[config.mk]
export PLATFORM = sky130hd
export DESIGN_NAME = gtw_host
export DESIGN_NICKNAME = d
export VERILOG_FILES = /design/src/gtw_pkg.sv /design/src/gtw_ctl_if.sv /design/src/gtw_qtr_tick.sv /design/src/gtw_eo_drive.sv /design/src/gtw_host.sv
export SDC_FILE = /design/constraint.sdc
export NUM_CORES = 1
export LEC_CHECK = 0
export BUFFER_PORTS_ARGS = -buffer_cell sky130_fd_sc_hd__buf_4
export CAP_MARGIN = 25
export CORE_AREA = 2 2 129 131
export DETAILED_ROUTE_END_ITERATION = 8
export DIE_AREA = 0 0 131 133
export PLACE_DENSITY_LB_ADDON = 0.3
export SYNTH_ARGS = -nofsm -noshare
export SYNTH_HDL_FRONTEND = slang
export SYNTH_HIERARCHICAL = 1
export SYNTH_SLANG_ARGS = --single-unit
[constraint.sdc]
create_clock -name REF_CLK_IN -period 2.75 [get_ports REF_CLK_IN]
set_clock_uncertainty 0.05 [all_clocks]
set_input_delay 0.275 -clock REF_CLK_IN [delete_from_list [all_inputs] [get_ports REF_CLK_IN]]
set_output_delay 0.275 -clock REF_CLK_IN [all_outputs]
set_load 0.005 [all_outputs]
[src/gtw_pkg.sv]
// Constants and types shared by the two-wire host controller files.
// Assumes a 200 MHz reference clock; all counts derive from it.
package gtw_pkg;
  localparam int CLK_MHZ = 200;
  // Fastest serial clock the target accepts
  localparam int SCL_MAX_KHZ = 400;
  localparam int SCL_PERIOD_NS = 1000000 / SCL_MAX_KHZ;
  // Quarter of a bit, rounded up so the rate never exceeds the limit
  localparam int QTR_CYC = (SCL_PERIOD_NS * CLK_MHZ / 1000 + 3) / 4;
  localparam int QTR_W = 8;
  localparam logic [QTR_W-1:0] QTR_LAST = QTR_W'(QTR_CYC - 1);

  // External timebase on the clock-or-restart pin
  localparam int EXT_CLK_HZ = 32768;
  localparam int EO_W = 12;
  localparam int EXT_HALF_CYC = CLK_MHZ * 1000000 / (2 * EXT_CLK_HZ);
  localparam logic [EO_W-1:0] EXT_HALF_LAST = EO_W'(EXT_HALF_CYC - 1);
  // High time of a hardware quick-start pulse
  localparam int QS_PULSE_US = 10;
  localparam int QS_HIGH_CYC = QS_PULSE_US * CLK_MHZ;
  localparam logic [EO_W-1:0] QS_HIGH_LAST = EO_W'(QS_HIGH_CYC - 1);

  localparam logic [6:0] TARGET_ADDR = 7'h36;
  localparam logic DIR_WR = 1'b0;
  localparam logic DIR_RD = 1'b1;

  // Quarter phases of one serial bit
  localparam logic [1:0] PH_LOW = 2'h0;
  localparam logic [1:0] PH_RISE = 2'h1;
  localparam logic [1:0] PH_HIGH = 2'h2;
  localparam logic [1:0] PH_FALL = 2'h3;
  localparam logic [3:0] ACK_BIT = 4'h8;

  // Byte positions within a transaction
  localparam logic [2:0] STEP_ADDR = 3'h0;
  localparam logic [2:0] STEP_PTR = 3'h1;
  localparam logic [2:0] STEP_HI = 3'h2;
  localparam logic [2:0] STEP_LO = 3'h3;
  localparam logic [2:0] STEP_RD_LO = 3'h4;

  localparam logic [1:0] MAX_RETRY = 2'h3;

  typedef enum logic [1:0] {CMD_PROBE, CMD_WRITE, CMD_READ} gtw_cmd_e;
endpackage

[src/gtw_ctl_if.sv]
// Internal signals between the host controller and its helper modules.
// Assumes all parties run on the same reference clock.
`timescale 1ns/1ps
`default_nettype none
interface gtw_ctl_if;
  logic en;
  logic run;
  logic tick;
  logic ext_mode;
  logic qs_req;
  logic eo_lvl;
  modport top (output en, output run, output ext_mode, output qs_req,
               input tick, input eo_lvl);
  modport tick_gen (input en, input run, output tick);
  modport osc (input en, input ext_mode, input qs_req, output eo_lvl);
endinterface
`default_nettype wire

[src/gtw_qtr_tick.sv]
// Quarter-bit timebase for the serial clock.
// Assumes run is held high for the whole of a transaction.
`timescale 1ns/1ps
`default_nettype none
module gtw_qtr_tick (
  input wire logic clk_in,
  input wire logic rst_n_in,
  gtw_ctl_if.tick_gen ctl
);
  import gtw_pkg::*;

  logic [QTR_W-1:0] cnt_q;
  logic tick_q;

  always_ff @(posedge clk_in or negedge rst_n_in) begin
    if (!rst_n_in) begin
      cnt_q <= '0;
    end else if (ctl.en) begin
      if (!ctl.run || cnt_q == QTR_LAST) begin
        cnt_q <= '0;
      end else begin
        cnt_q <= cnt_q + 1'b1;
      end
    end
  end

  always_ff @(posedge clk_in or negedge rst_n_in) begin
    if (!rst_n_in) begin
      tick_q <= 1'b0;
    end else if (ctl.en) begin
      tick_q <= ctl.run && cnt_q == QTR_LAST;
    end
  end

  assign ctl.tick = tick_q;
endmodule
`default_nettype wire

[src/gtw_eo_drive.sv]
// Drives the clock-or-restart level: a divided 32 kHz clock in external
// mode, otherwise a single high pulse per quick-start request.
// Assumes qs_req is a one-cycle pulse on the reference clock.
`timescale 1ns/1ps
`default_nettype none
module gtw_eo_drive (
  input wire logic clk_in,
  input wire logic rst_n_in,
  gtw_ctl_if.osc ctl
);
  import gtw_pkg::*;

  logic [EO_W-1:0] cnt_q;
  logic lvl_q;

  always_ff @(posedge clk_in or negedge rst_n_in) begin
    if (!rst_n_in) begin
      cnt_q <= '0;
      lvl_q <= 1'b0;
    end else if (ctl.en) begin
      if (ctl.ext_mode) begin
        if (cnt_q == EXT_HALF_LAST) begin
          cnt_q <= '0;
          lvl_q <= ~lvl_q;
        end else begin
          cnt_q <= cnt_q + 1'b1;
        end
      end else if (ctl.qs_req && !lvl_q) begin
        cnt_q <= '0;
        lvl_q <= 1'b1;
      end else if (lvl_q) begin
        if (cnt_q >= QS_HIGH_LAST) begin
          cnt_q <= '0;
          lvl_q <= 1'b0;
        end else begin
          cnt_q <= cnt_q + 1'b1;
        end
      end else begin
        cnt_q <= '0;
      end
    end
  end

  assign ctl.eo_lvl = lvl_q;
endmodule
`default_nettype wire

[src/gtw_host.sv]
// Two-wire bus master for a fuel-gauge target: probe, 16-bit register
// write and 16-bit register read, plus oscillator and restart pins.
// Assumes a pull-up on the data line and a single master on the bus.
`timescale 1ns/1ps
`default_nettype none
module gtw_host (
  input wire logic REF_CLK_IN,
  input wire logic RST_N_IN,
  input wire logic CE_IN,
  input wire logic CMD_VALID_IN,
  output logic CMD_READY_OUT,
  input wire gtw_pkg::gtw_cmd_e CMD_KIND_IN,
  input wire logic [7:0] CMD_PTR_IN,
  input wire logic [15:0] CMD_WDATA_IN,
  output logic DONE_OUT,
  output logic NACK_OUT,
  output logic [15:0] RD_DATA_OUT,
  output logic SCL_OUT,
  input wire logic SDA_IN,
  output logic SDA_OUT,
  output logic SDA_OE_OUT,
  input wire logic EXT_CLK_MODE_IN,
  input wire logic QSTART_IN,
  output logic OSC_SEL_OUT,
  output logic EO_OUT
);
  import gtw_pkg::*;

  typedef enum logic [2:0] {
    ST_IDLE, ST_START, ST_BYTE, ST_STOP, ST_END
  } gtw_state_e;

  gtw_state_e st_q;
  gtw_cmd_e cmd_q;
  logic [7:0] ptr_q;
  logic [15:0] wdata_q;
  logic [2:0] step_q;
  logic [3:0] bit_q;
  logic [1:0] ph_q;
  logic [7:0] sh_q;
  logic [15:0] rd_q;
  logic [1:0] retry_q;
  logic nack_q;
  logic scl_q;
  logic sda_oe_q;
  logic sda_m_q;
  logic sda_s_q;
  logic ready_q;
  logic done_q;
  logic nack_out_q;
  logic [15:0] rd_out_q;
  logic osc_sel_q;
  logic eo_q;
  logic tick;
  logic rx_now;
  logic last_now;

  gtw_ctl_if ctl ();

  assign ctl.en = CE_IN;
  assign ctl.run = st_q != ST_IDLE && st_q != ST_END;
  assign ctl.ext_mode = EXT_CLK_MODE_IN;
  assign ctl.qs_req = QSTART_IN && !EXT_CLK_MODE_IN;
  assign tick = ctl.tick;

  gtw_qtr_tick u_tick (
    .clk_in(REF_CLK_IN),
    .rst_n_in(RST_N_IN),
    .ctl(ctl.tick_gen)
  );

  gtw_eo_drive u_eo (
    .clk_in(REF_CLK_IN),
    .rst_n_in(RST_N_IN),
    .ctl(ctl.osc)
  );

  // Byte sent at each step of a transaction
  function automatic logic [7:0] tx_byte(input gtw_cmd_e cmd,
                                         input logic [2:0] step,
                                         input logic [7:0] ptr,
                                         input logic [15:0] wd);
    tx_byte = {TARGET_ADDR, DIR_WR};
    if (step == STEP_PTR) begin
      tx_byte = ptr;
    end else if (step == STEP_HI) begin
      tx_byte = (cmd == CMD_READ) ? {TARGET_ADDR, DIR_RD} : wd[15:8];
    end else if (step == STEP_LO) begin
      tx_byte = wd[7:0];
    end
  endfunction

  function automatic logic is_rx(input gtw_cmd_e cmd,
                                 input logic [2:0] step);
    is_rx = cmd == CMD_READ && step >= STEP_LO;
  endfunction

  function automatic logic [2:0] last_step(input gtw_cmd_e cmd);
    last_step = STEP_ADDR;
    if (cmd == CMD_WRITE) begin
      last_step = STEP_LO;
    end else if (cmd == CMD_READ) begin
      last_step = STEP_RD_LO;
    end
  endfunction

  assign rx_now = is_rx(cmd_q, step_q);
  assign last_now = step_q == last_step(cmd_q);

  // Data line synchroniser
  always_ff @(posedge REF_CLK_IN or negedge RST_N_IN) begin
    if (!RST_N_IN) begin
      sda_m_q <= 1'b1;
      sda_s_q <= 1'b1;
    end else if (CE_IN) begin
      sda_m_q <= SDA_IN;
      sda_s_q <= sda_m_q;
    end
  end

  // Transaction sequencer
  always_ff @(posedge REF_CLK_IN or negedge RST_N_IN) begin
    if (!RST_N_IN) begin
      st_q <= ST_IDLE;
      cmd_q <= CMD_PROBE;
      ptr_q <= '0;
      wdata_q <= '0;
      step_q <= STEP_ADDR;
      bit_q <= '0;
      ph_q <= PH_LOW;
      sh_q <= '0;
      retry_q <= '0;
      nack_q <= 1'b0;
    end else if (CE_IN) begin
      case (st_q)
        ST_IDLE: begin
          if (CMD_VALID_IN) begin
            cmd_q <= CMD_KIND_IN;
            ptr_q <= CMD_PTR_IN;
            wdata_q <= CMD_WDATA_IN;
            step_q <= STEP_ADDR;
            retry_q <= '0;
            nack_q <= 1'b0;
            ph_q <= PH_LOW;
            st_q <= ST_START;
          end
        end
        ST_START: begin
          if (tick) begin
            ph_q <= ph_q + 1'b1;
            if (ph_q == PH_FALL) begin
              bit_q <= '0;
              sh_q <= tx_byte(cmd_q, step_q, ptr_q, wdata_q);
              st_q <= ST_BYTE;
            end
          end
        end
        ST_BYTE: begin
          if (tick) begin
            ph_q <= ph_q + 1'b1;
            if (ph_q == PH_HIGH && bit_q == ACK_BIT && !rx_now &&
                sda_s_q) begin
              nack_q <= 1'b1;
            end
            if (ph_q == PH_FALL) begin
              if (bit_q != ACK_BIT) begin
                bit_q <= bit_q + 1'b1;
                sh_q <= {sh_q[6:0], 1'b0};
              end else if (nack_q || last_now) begin
                st_q <= ST_STOP;
              end else if (cmd_q == CMD_READ && step_q == STEP_PTR) begin
                step_q <= STEP_HI;
                st_q <= ST_START;
              end else begin
                step_q <= step_q + 1'b1;
                bit_q <= '0;
                sh_q <= tx_byte(cmd_q, step_q + 3'h1, ptr_q, wdata_q);
              end
            end
          end
        end
        ST_STOP: begin
          if (tick) begin
            ph_q <= ph_q + 1'b1;
            if (ph_q == PH_FALL) begin
              st_q <= ST_END;
            end
          end
        end
        ST_END: begin
          if (nack_q && cmd_q != CMD_PROBE && retry_q < MAX_RETRY) begin
            retry_q <= retry_q + 1'b1;
            nack_q <= 1'b0;
            step_q <= STEP_ADDR;
            ph_q <= PH_LOW;
            st_q <= ST_START;
          end else begin
            st_q <= ST_IDLE;
          end
        end
        default: begin
          st_q <= ST_IDLE;
        end
      endcase
    end
  end

  // Serial clock, made by the host only
  always_ff @(posedge REF_CLK_IN or negedge RST_N_IN) begin
    if (!RST_N_IN) begin
      scl_q <= 1'b1;
    end else if (CE_IN && tick) begin
      if (ph_q == PH_RISE) begin
        scl_q <= 1'b1;
      end else if (ph_q == PH_FALL && st_q != ST_STOP) begin
        scl_q <= 1'b0;
      end
    end
  end

  // Data line pull-down, changed while the clock is low except for START and STOP, which change it while the clock is high
  always_ff @(posedge REF_CLK_IN or negedge RST_N_IN) begin
    if (!RST_N_IN) begin
      sda_oe_q <= 1'b0;
    end else if (CE_IN && tick) begin
      case (st_q)
        ST_START: begin
          if (ph_q == PH_LOW) begin
            sda_oe_q <= 1'b0;
          end else if (ph_q == PH_HIGH) begin
            sda_oe_q <= 1'b1;
          end
        end
        ST_BYTE: begin
          if (ph_q == PH_LOW) begin
            if (bit_q != ACK_BIT) begin
              sda_oe_q <= !rx_now && !sh_q[7];
            end else begin
              // Acknowledge all but last read byte
              sda_oe_q <= rx_now && !last_now;
            end
          end
        end
        ST_STOP: begin
          if (ph_q == PH_LOW) begin
            sda_oe_q <= 1'b1;
          end else if (ph_q == PH_HIGH) begin
            sda_oe_q <= 1'b0;
          end
        end
        default: begin
          sda_oe_q <= 1'b0;
        end
      endcase
    end
  end

  // Read word gathered high byte first
  always_ff @(posedge REF_CLK_IN or negedge RST_N_IN) begin
    if (!RST_N_IN) begin
      rd_q <= '0;
    end else if (CE_IN && tick && st_q == ST_BYTE) begin
      if (ph_q == PH_HIGH && rx_now && bit_q != ACK_BIT) begin
        rd_q <= {rd_q[14:0], sda_s_q};
      end
    end
  end

  // Command port answers
  always_ff @(posedge REF_CLK_IN or negedge RST_N_IN) begin
    if (!RST_N_IN) begin
      ready_q <= 1'b1;
      done_q <= 1'b0;
      nack_out_q <= 1'b0;
      rd_out_q <= '0;
    end else if (CE_IN) begin
      done_q <= 1'b0;
      if (st_q == ST_IDLE && CMD_VALID_IN) begin
        ready_q <= 1'b0;
      end else if (st_q == ST_END &&
                   !(nack_q && cmd_q != CMD_PROBE &&
                     retry_q < MAX_RETRY)) begin
        ready_q <= 1'b1;
        done_q <= 1'b1;
        nack_out_q <= nack_q;
        if (cmd_q == CMD_READ && !nack_q) begin
          rd_out_q <= rd_q;
        end
      end
    end
  end

  // Oscillator select and clock-or-restart pin
  always_ff @(posedge REF_CLK_IN or negedge RST_N_IN) begin
    if (!RST_N_IN) begin
      osc_sel_q <= 1'b0;
      eo_q <= 1'b0;
    end else if (CE_IN) begin
      osc_sel_q <= EXT_CLK_MODE_IN;
      eo_q <= ctl.eo_lvl;
    end
  end

  assign CMD_READY_OUT = ready_q;
  assign DONE_OUT = done_q;
  assign NACK_OUT = nack_out_q;
  assign RD_DATA_OUT = rd_out_q;
  assign SCL_OUT = scl_q;
  assign SDA_OUT = 1'b0;
  assign SDA_OE_OUT = sda_oe_q;
  assign OSC_SEL_OUT = osc_sel_q;
  assign EO_OUT = eo_q;

  // Checks
  localparam int SCL_HI_MIN = 2 * QTR_CYC;
  logic [QTR_W:0] hi_cnt_q;

  always_ff @(posedge REF_CLK_IN or negedge RST_N_IN) begin
    if (!RST_N_IN) begin
      hi_cnt_q <= '0;
    end else if (CE_IN) begin
      if (!scl_q) begin
        hi_cnt_q <= '0;
      end else if (hi_cnt_q != '1) begin
        hi_cnt_q <= hi_cnt_q + 1'b1;
      end
    end
  end

  a_idle_lines: assert property (@(posedge REF_CLK_IN)
    disable iff (!RST_N_IN) st_q == ST_IDLE |-> scl_q && !sda_oe_q)
    else $error("bus not released while idle");

  a_scl_high_len: assert property (@(posedge REF_CLK_IN)
    disable iff (!RST_N_IN)
    $fell(scl_q) |-> $past(hi_cnt_q) >= (QTR_W+1)'(SCL_HI_MIN - 1))
    else $error("serial clock high time too short");

  a_data_steady: assert property (@(posedge REF_CLK_IN)
    disable iff (!RST_N_IN)
    st_q == ST_BYTE && $past(st_q) == ST_BYTE && scl_q && $past(scl_q)
    |-> $stable(sda_oe_q))
    else $error("data changed while clock high");

  a_start_only: assert property (@(posedge REF_CLK_IN)
    disable iff (!RST_N_IN)
    $rose(sda_oe_q) && $past(scl_q) |-> st_q == ST_START)
    else $error("data fell at high clock outside START");

  a_stop_only: assert property (@(posedge REF_CLK_IN)
    disable iff (!RST_N_IN)
    $fell(sda_oe_q) && $past(scl_q) |-> st_q == ST_STOP ##1 scl_q)
    else $error("data rose at high clock outside STOP");

  a_restart_read: assert property (@(posedge REF_CLK_IN)
    disable iff (!RST_N_IN)
    st_q == ST_START && step_q == STEP_HI |-> cmd_q == CMD_READ)
    else $error("repeated START outside a read");

  a_bit_advance: assert property (@(posedge REF_CLK_IN)
    disable iff (!RST_N_IN)
    tick && st_q == ST_BYTE && ph_q == PH_FALL && bit_q != ACK_BIT
    |=> bit_q == $past(bit_q) + 4'h1)
    else $error("bit counter skipped");

  a_master_ack: assert property (@(posedge REF_CLK_IN)
    disable iff (!RST_N_IN)
    st_q == ST_BYTE && rx_now && bit_q == ACK_BIT && scl_q
    |-> sda_oe_q == !last_now)
    else $error("wrong host acknowledge on read byte");

  a_slave_ack_free: assert property (@(posedge REF_CLK_IN)
    disable iff (!RST_N_IN)
    st_q == ST_BYTE && !rx_now && bit_q == ACK_BIT && scl_q |-> !sda_oe_q)
    else $error("host held data during target acknowledge");

  a_dir_bit: assert property (@(posedge REF_CLK_IN)
    disable iff (!RST_N_IN)
    st_q == ST_BYTE && step_q == STEP_ADDR && bit_q == 4'h7 && scl_q
    |-> sda_oe_q)
    else $error("first address byte not a write");

  a_retry_bound: assert property (@(posedge REF_CLK_IN)
    disable iff (!RST_N_IN)
    st_q == ST_END && nack_q && retry_q == MAX_RETRY |=> st_q == ST_IDLE)
    else $error("retries not bounded");
endmodule
`default_nettype wire

==> flow_summary.json <==
{
  "status": "completed",
  "grt_setup_unrepaired": "no",
  "start_util": 0.369,
  "synth_xor_area_frac": 0.0161,
  "tightest_slew_ps": 696,
  "dpl.hpwl_mm": 8.99,
  "synth.top_cell.area_share": 0.453,
  "antenna_found_initial": 0,
  "synth-seq-area-share": 0.470,
  "fp-row-count": 47,
  "die-area_um2": 17400,
  "boundaryPins": 57,
  "grt_max_degree": 63,
  "synth.most_common_cell": "dfrtp_1",
  "synth_area_um2": 5970,
  "ys_top_cells_by_area": "dfrtp_1 (45%), mux2_2 (11%), mux2_4 (3.8%)",
  "clkTransAtPathRegs_ps": 70,
  "worst_setup_path_end_kind": "flop",
  "crit_arrival_ps": 2640,
  "yosys.area_share.simple": 0.153,
  "drive_gt1_frac": 0.284,
  "drc": 0,
  "grt_pass1_wl_mm": 21.1,
  "r2r_setup_slack_ps": 310,
  "routabilityCongestion": 0.883,
  "cts_root_buf": "clkbuf_16",
  "cp_max_fo": 12,
  "dieHeight_um": 133,
  "numCtsBuffers": 9,
  "clock_sinks": 112,
  "slew_headroom": 0.536,
  "ctsLongestPathBuffers": 2,
  "die_x_um": 131,
  "syn_avg_cell_area_um2": 11.1,
  "gr-total-overflow": 0,
  "synth_edf_count": 0,
  "fin_nets": 640,
  "required_ps": 2950,
  "period_minus_slack_ps": 2440,
  "finalMaxSlewViolations": 0,
  "synth_warnings": 6,
  "wl_mm": 12.6,
  "synth_top_area_cell": "dfrtp_1",
  "tns_ps": 0,
  "io_buffers": 55,
  "via_per_inst": 5.22,
  "clk_latency_ps": 360,
  "yosys_most_used_dff": "dfrtp_1",
  "synth_adder_area_share": 0.0356,
  "synthArstFlopShare": 1.00,
  "vias": 4251,
  "first_pass_iters": 4,
  "synth_top_family_by_area": "multiplexers",
  "area_delta_synth_final_pct": 15.2,
  "synth_mux_area_frac": 0.155,
  "ys_ff_latch": 112,
  "core-area_um2": 16200,
  "max_freq_ghz": 0.409,
  "syn_nets": 590,
  "hold_viol_final": 0,
  "drtIter0Drc": 278,
  "cts_resized": 0,
  "critPathLaunchType": "flop",
  "cts_tree": "done",
  "htree_levels": 3,
  "grt_pass1_vias": 4141,
  "synth_compound_area_frac": 0.125,
  "max_cap_violations": 0,
  "post-cts-setup-buffers": 0,
  "holdBufCountCts": 1,
  "period_share": 0.888,
  "setup_viol": 0,
  "wire_per_inst_um": 15.4,
  "ys_top_cells_by_count": "dfrtp_1 (108), mux2_2 (57), o21ai_0 (31)",
  "total_power_mw": 4.76,
  "grt.total_usage": 0.153,
  "synthDistinctLibCells": 69,
  "hold_path_class": "input port to flop",
  "critPathKind": "flop to flop",
  "antenna_cells": 0,
  "synth_cells": 540,
  "powerDensity_nw_per_um2": 692,
  "vdd_drop_max_v": 0.000304,
  "ant_nets": 0,
  "leakagePower_nw": 3.10
}
cells by family after synthesis:
| logic type | after synthesis |
|---|---|
| DFF | 112 |
| other | 1 |
| AOI/OAI and AO/OA | 110 |
| and+or+nand+nor | 159 |
| adders and majority gates | 17 |
| xor gates and xnor gates | 11 |
| buffers and inverters | 52 |
| muxes | 78 |
critical path: stages, from the launching register on:
cell and delay, ps:
dfrtp_1 500, inv_1 110, ha_1 210, nand2b_1 270
nor2_1 120, a31o_1 260, a31oi_4 430, mux2_2 390
layout make-up:
type	count	area, um^2
multi-input combinational	376	2900
sequential	112	2810
timing repair buffer	64	495
fill	1531	9300
clock inverter	7	67.6
inverter	27	101
tap	220	275
clock buffer	9	225
routing by layer:
layer  GRT usage  wire [um]
met1       0.204       5720
met4      0.0437        199
met2       0.247       6190
met5           0          0
met3      0.0384        480
where the power goes:
part / internal (mW) / switching (mW) / leakage, nW / total (mW)
clock: 0.634 / 0.649 / 0.142 / 1.28
combinational: 0.556 / 0.600 / 1.52 / 1.16
sequential: 1.95 / 0.366 / 1.44 / 2.32
registers in the layout, indices dropped and copies added (netlist names), 2 cells and up:
signal / count
RD_DATA_OUT: 16
bit_q: 4
cmd_q: 2
ph_q: 2
ptr_q: 8
rd_q: 16
retry_q: 2
sh_q: 8
st_q: 3
step_q: 3
u_eo/cnt_q: 12
u_tick/cnt_q: 8
wdata_q: 16
metrics by stage:
stage	cells	area, um^2	hold slack (ps)	utilization	setup slack, ps
6_report	815	6880	81.0	0.425	307
5_1_grt	815	6880	82.2	0.425	132
4_1_cts	815	6880	70.5	0.425	327
3_5_place_dp	798	6570	319	0.406	339
3_3_place_gp	798	6570	309	0.406	425
2_1_floorplan	540	5970	-70.6	-	597
final timing paths:
kind / start / endpoint / cells after the start
hold / removal: CMD_WDATA_IN[2] / wdata_q[2] / 3
setup / recovery: step_q[1] / sh_q[7] / 7
setup reg to reg: step_q[1] / sh_q[7] / 7
max in group asynchronous: RST_N_IN / sda_s_q / 3
min in group asynchronous: RST_N_IN / wdata_q[1] / 2
hold reg to reg: rd_q[15] / RD_DATA_OUT[15] / 1
cells in the final DEF, fill, tap and decap left out, types with 13 or more instances in the layout:
master   synthesis  final
inv_1           27     27
nor2_1          25     25
nand2_1         30     30
mux2_2          57     57
ha_1            17     17
buf_4            3     62
mux2_4          15     15
o21ai_0         31     31
dfrtp_1        108    108
nand3_1         18     18
a21oi_1         25     25
nor2b_1         13     13
(Power assumes the default switching activity.)
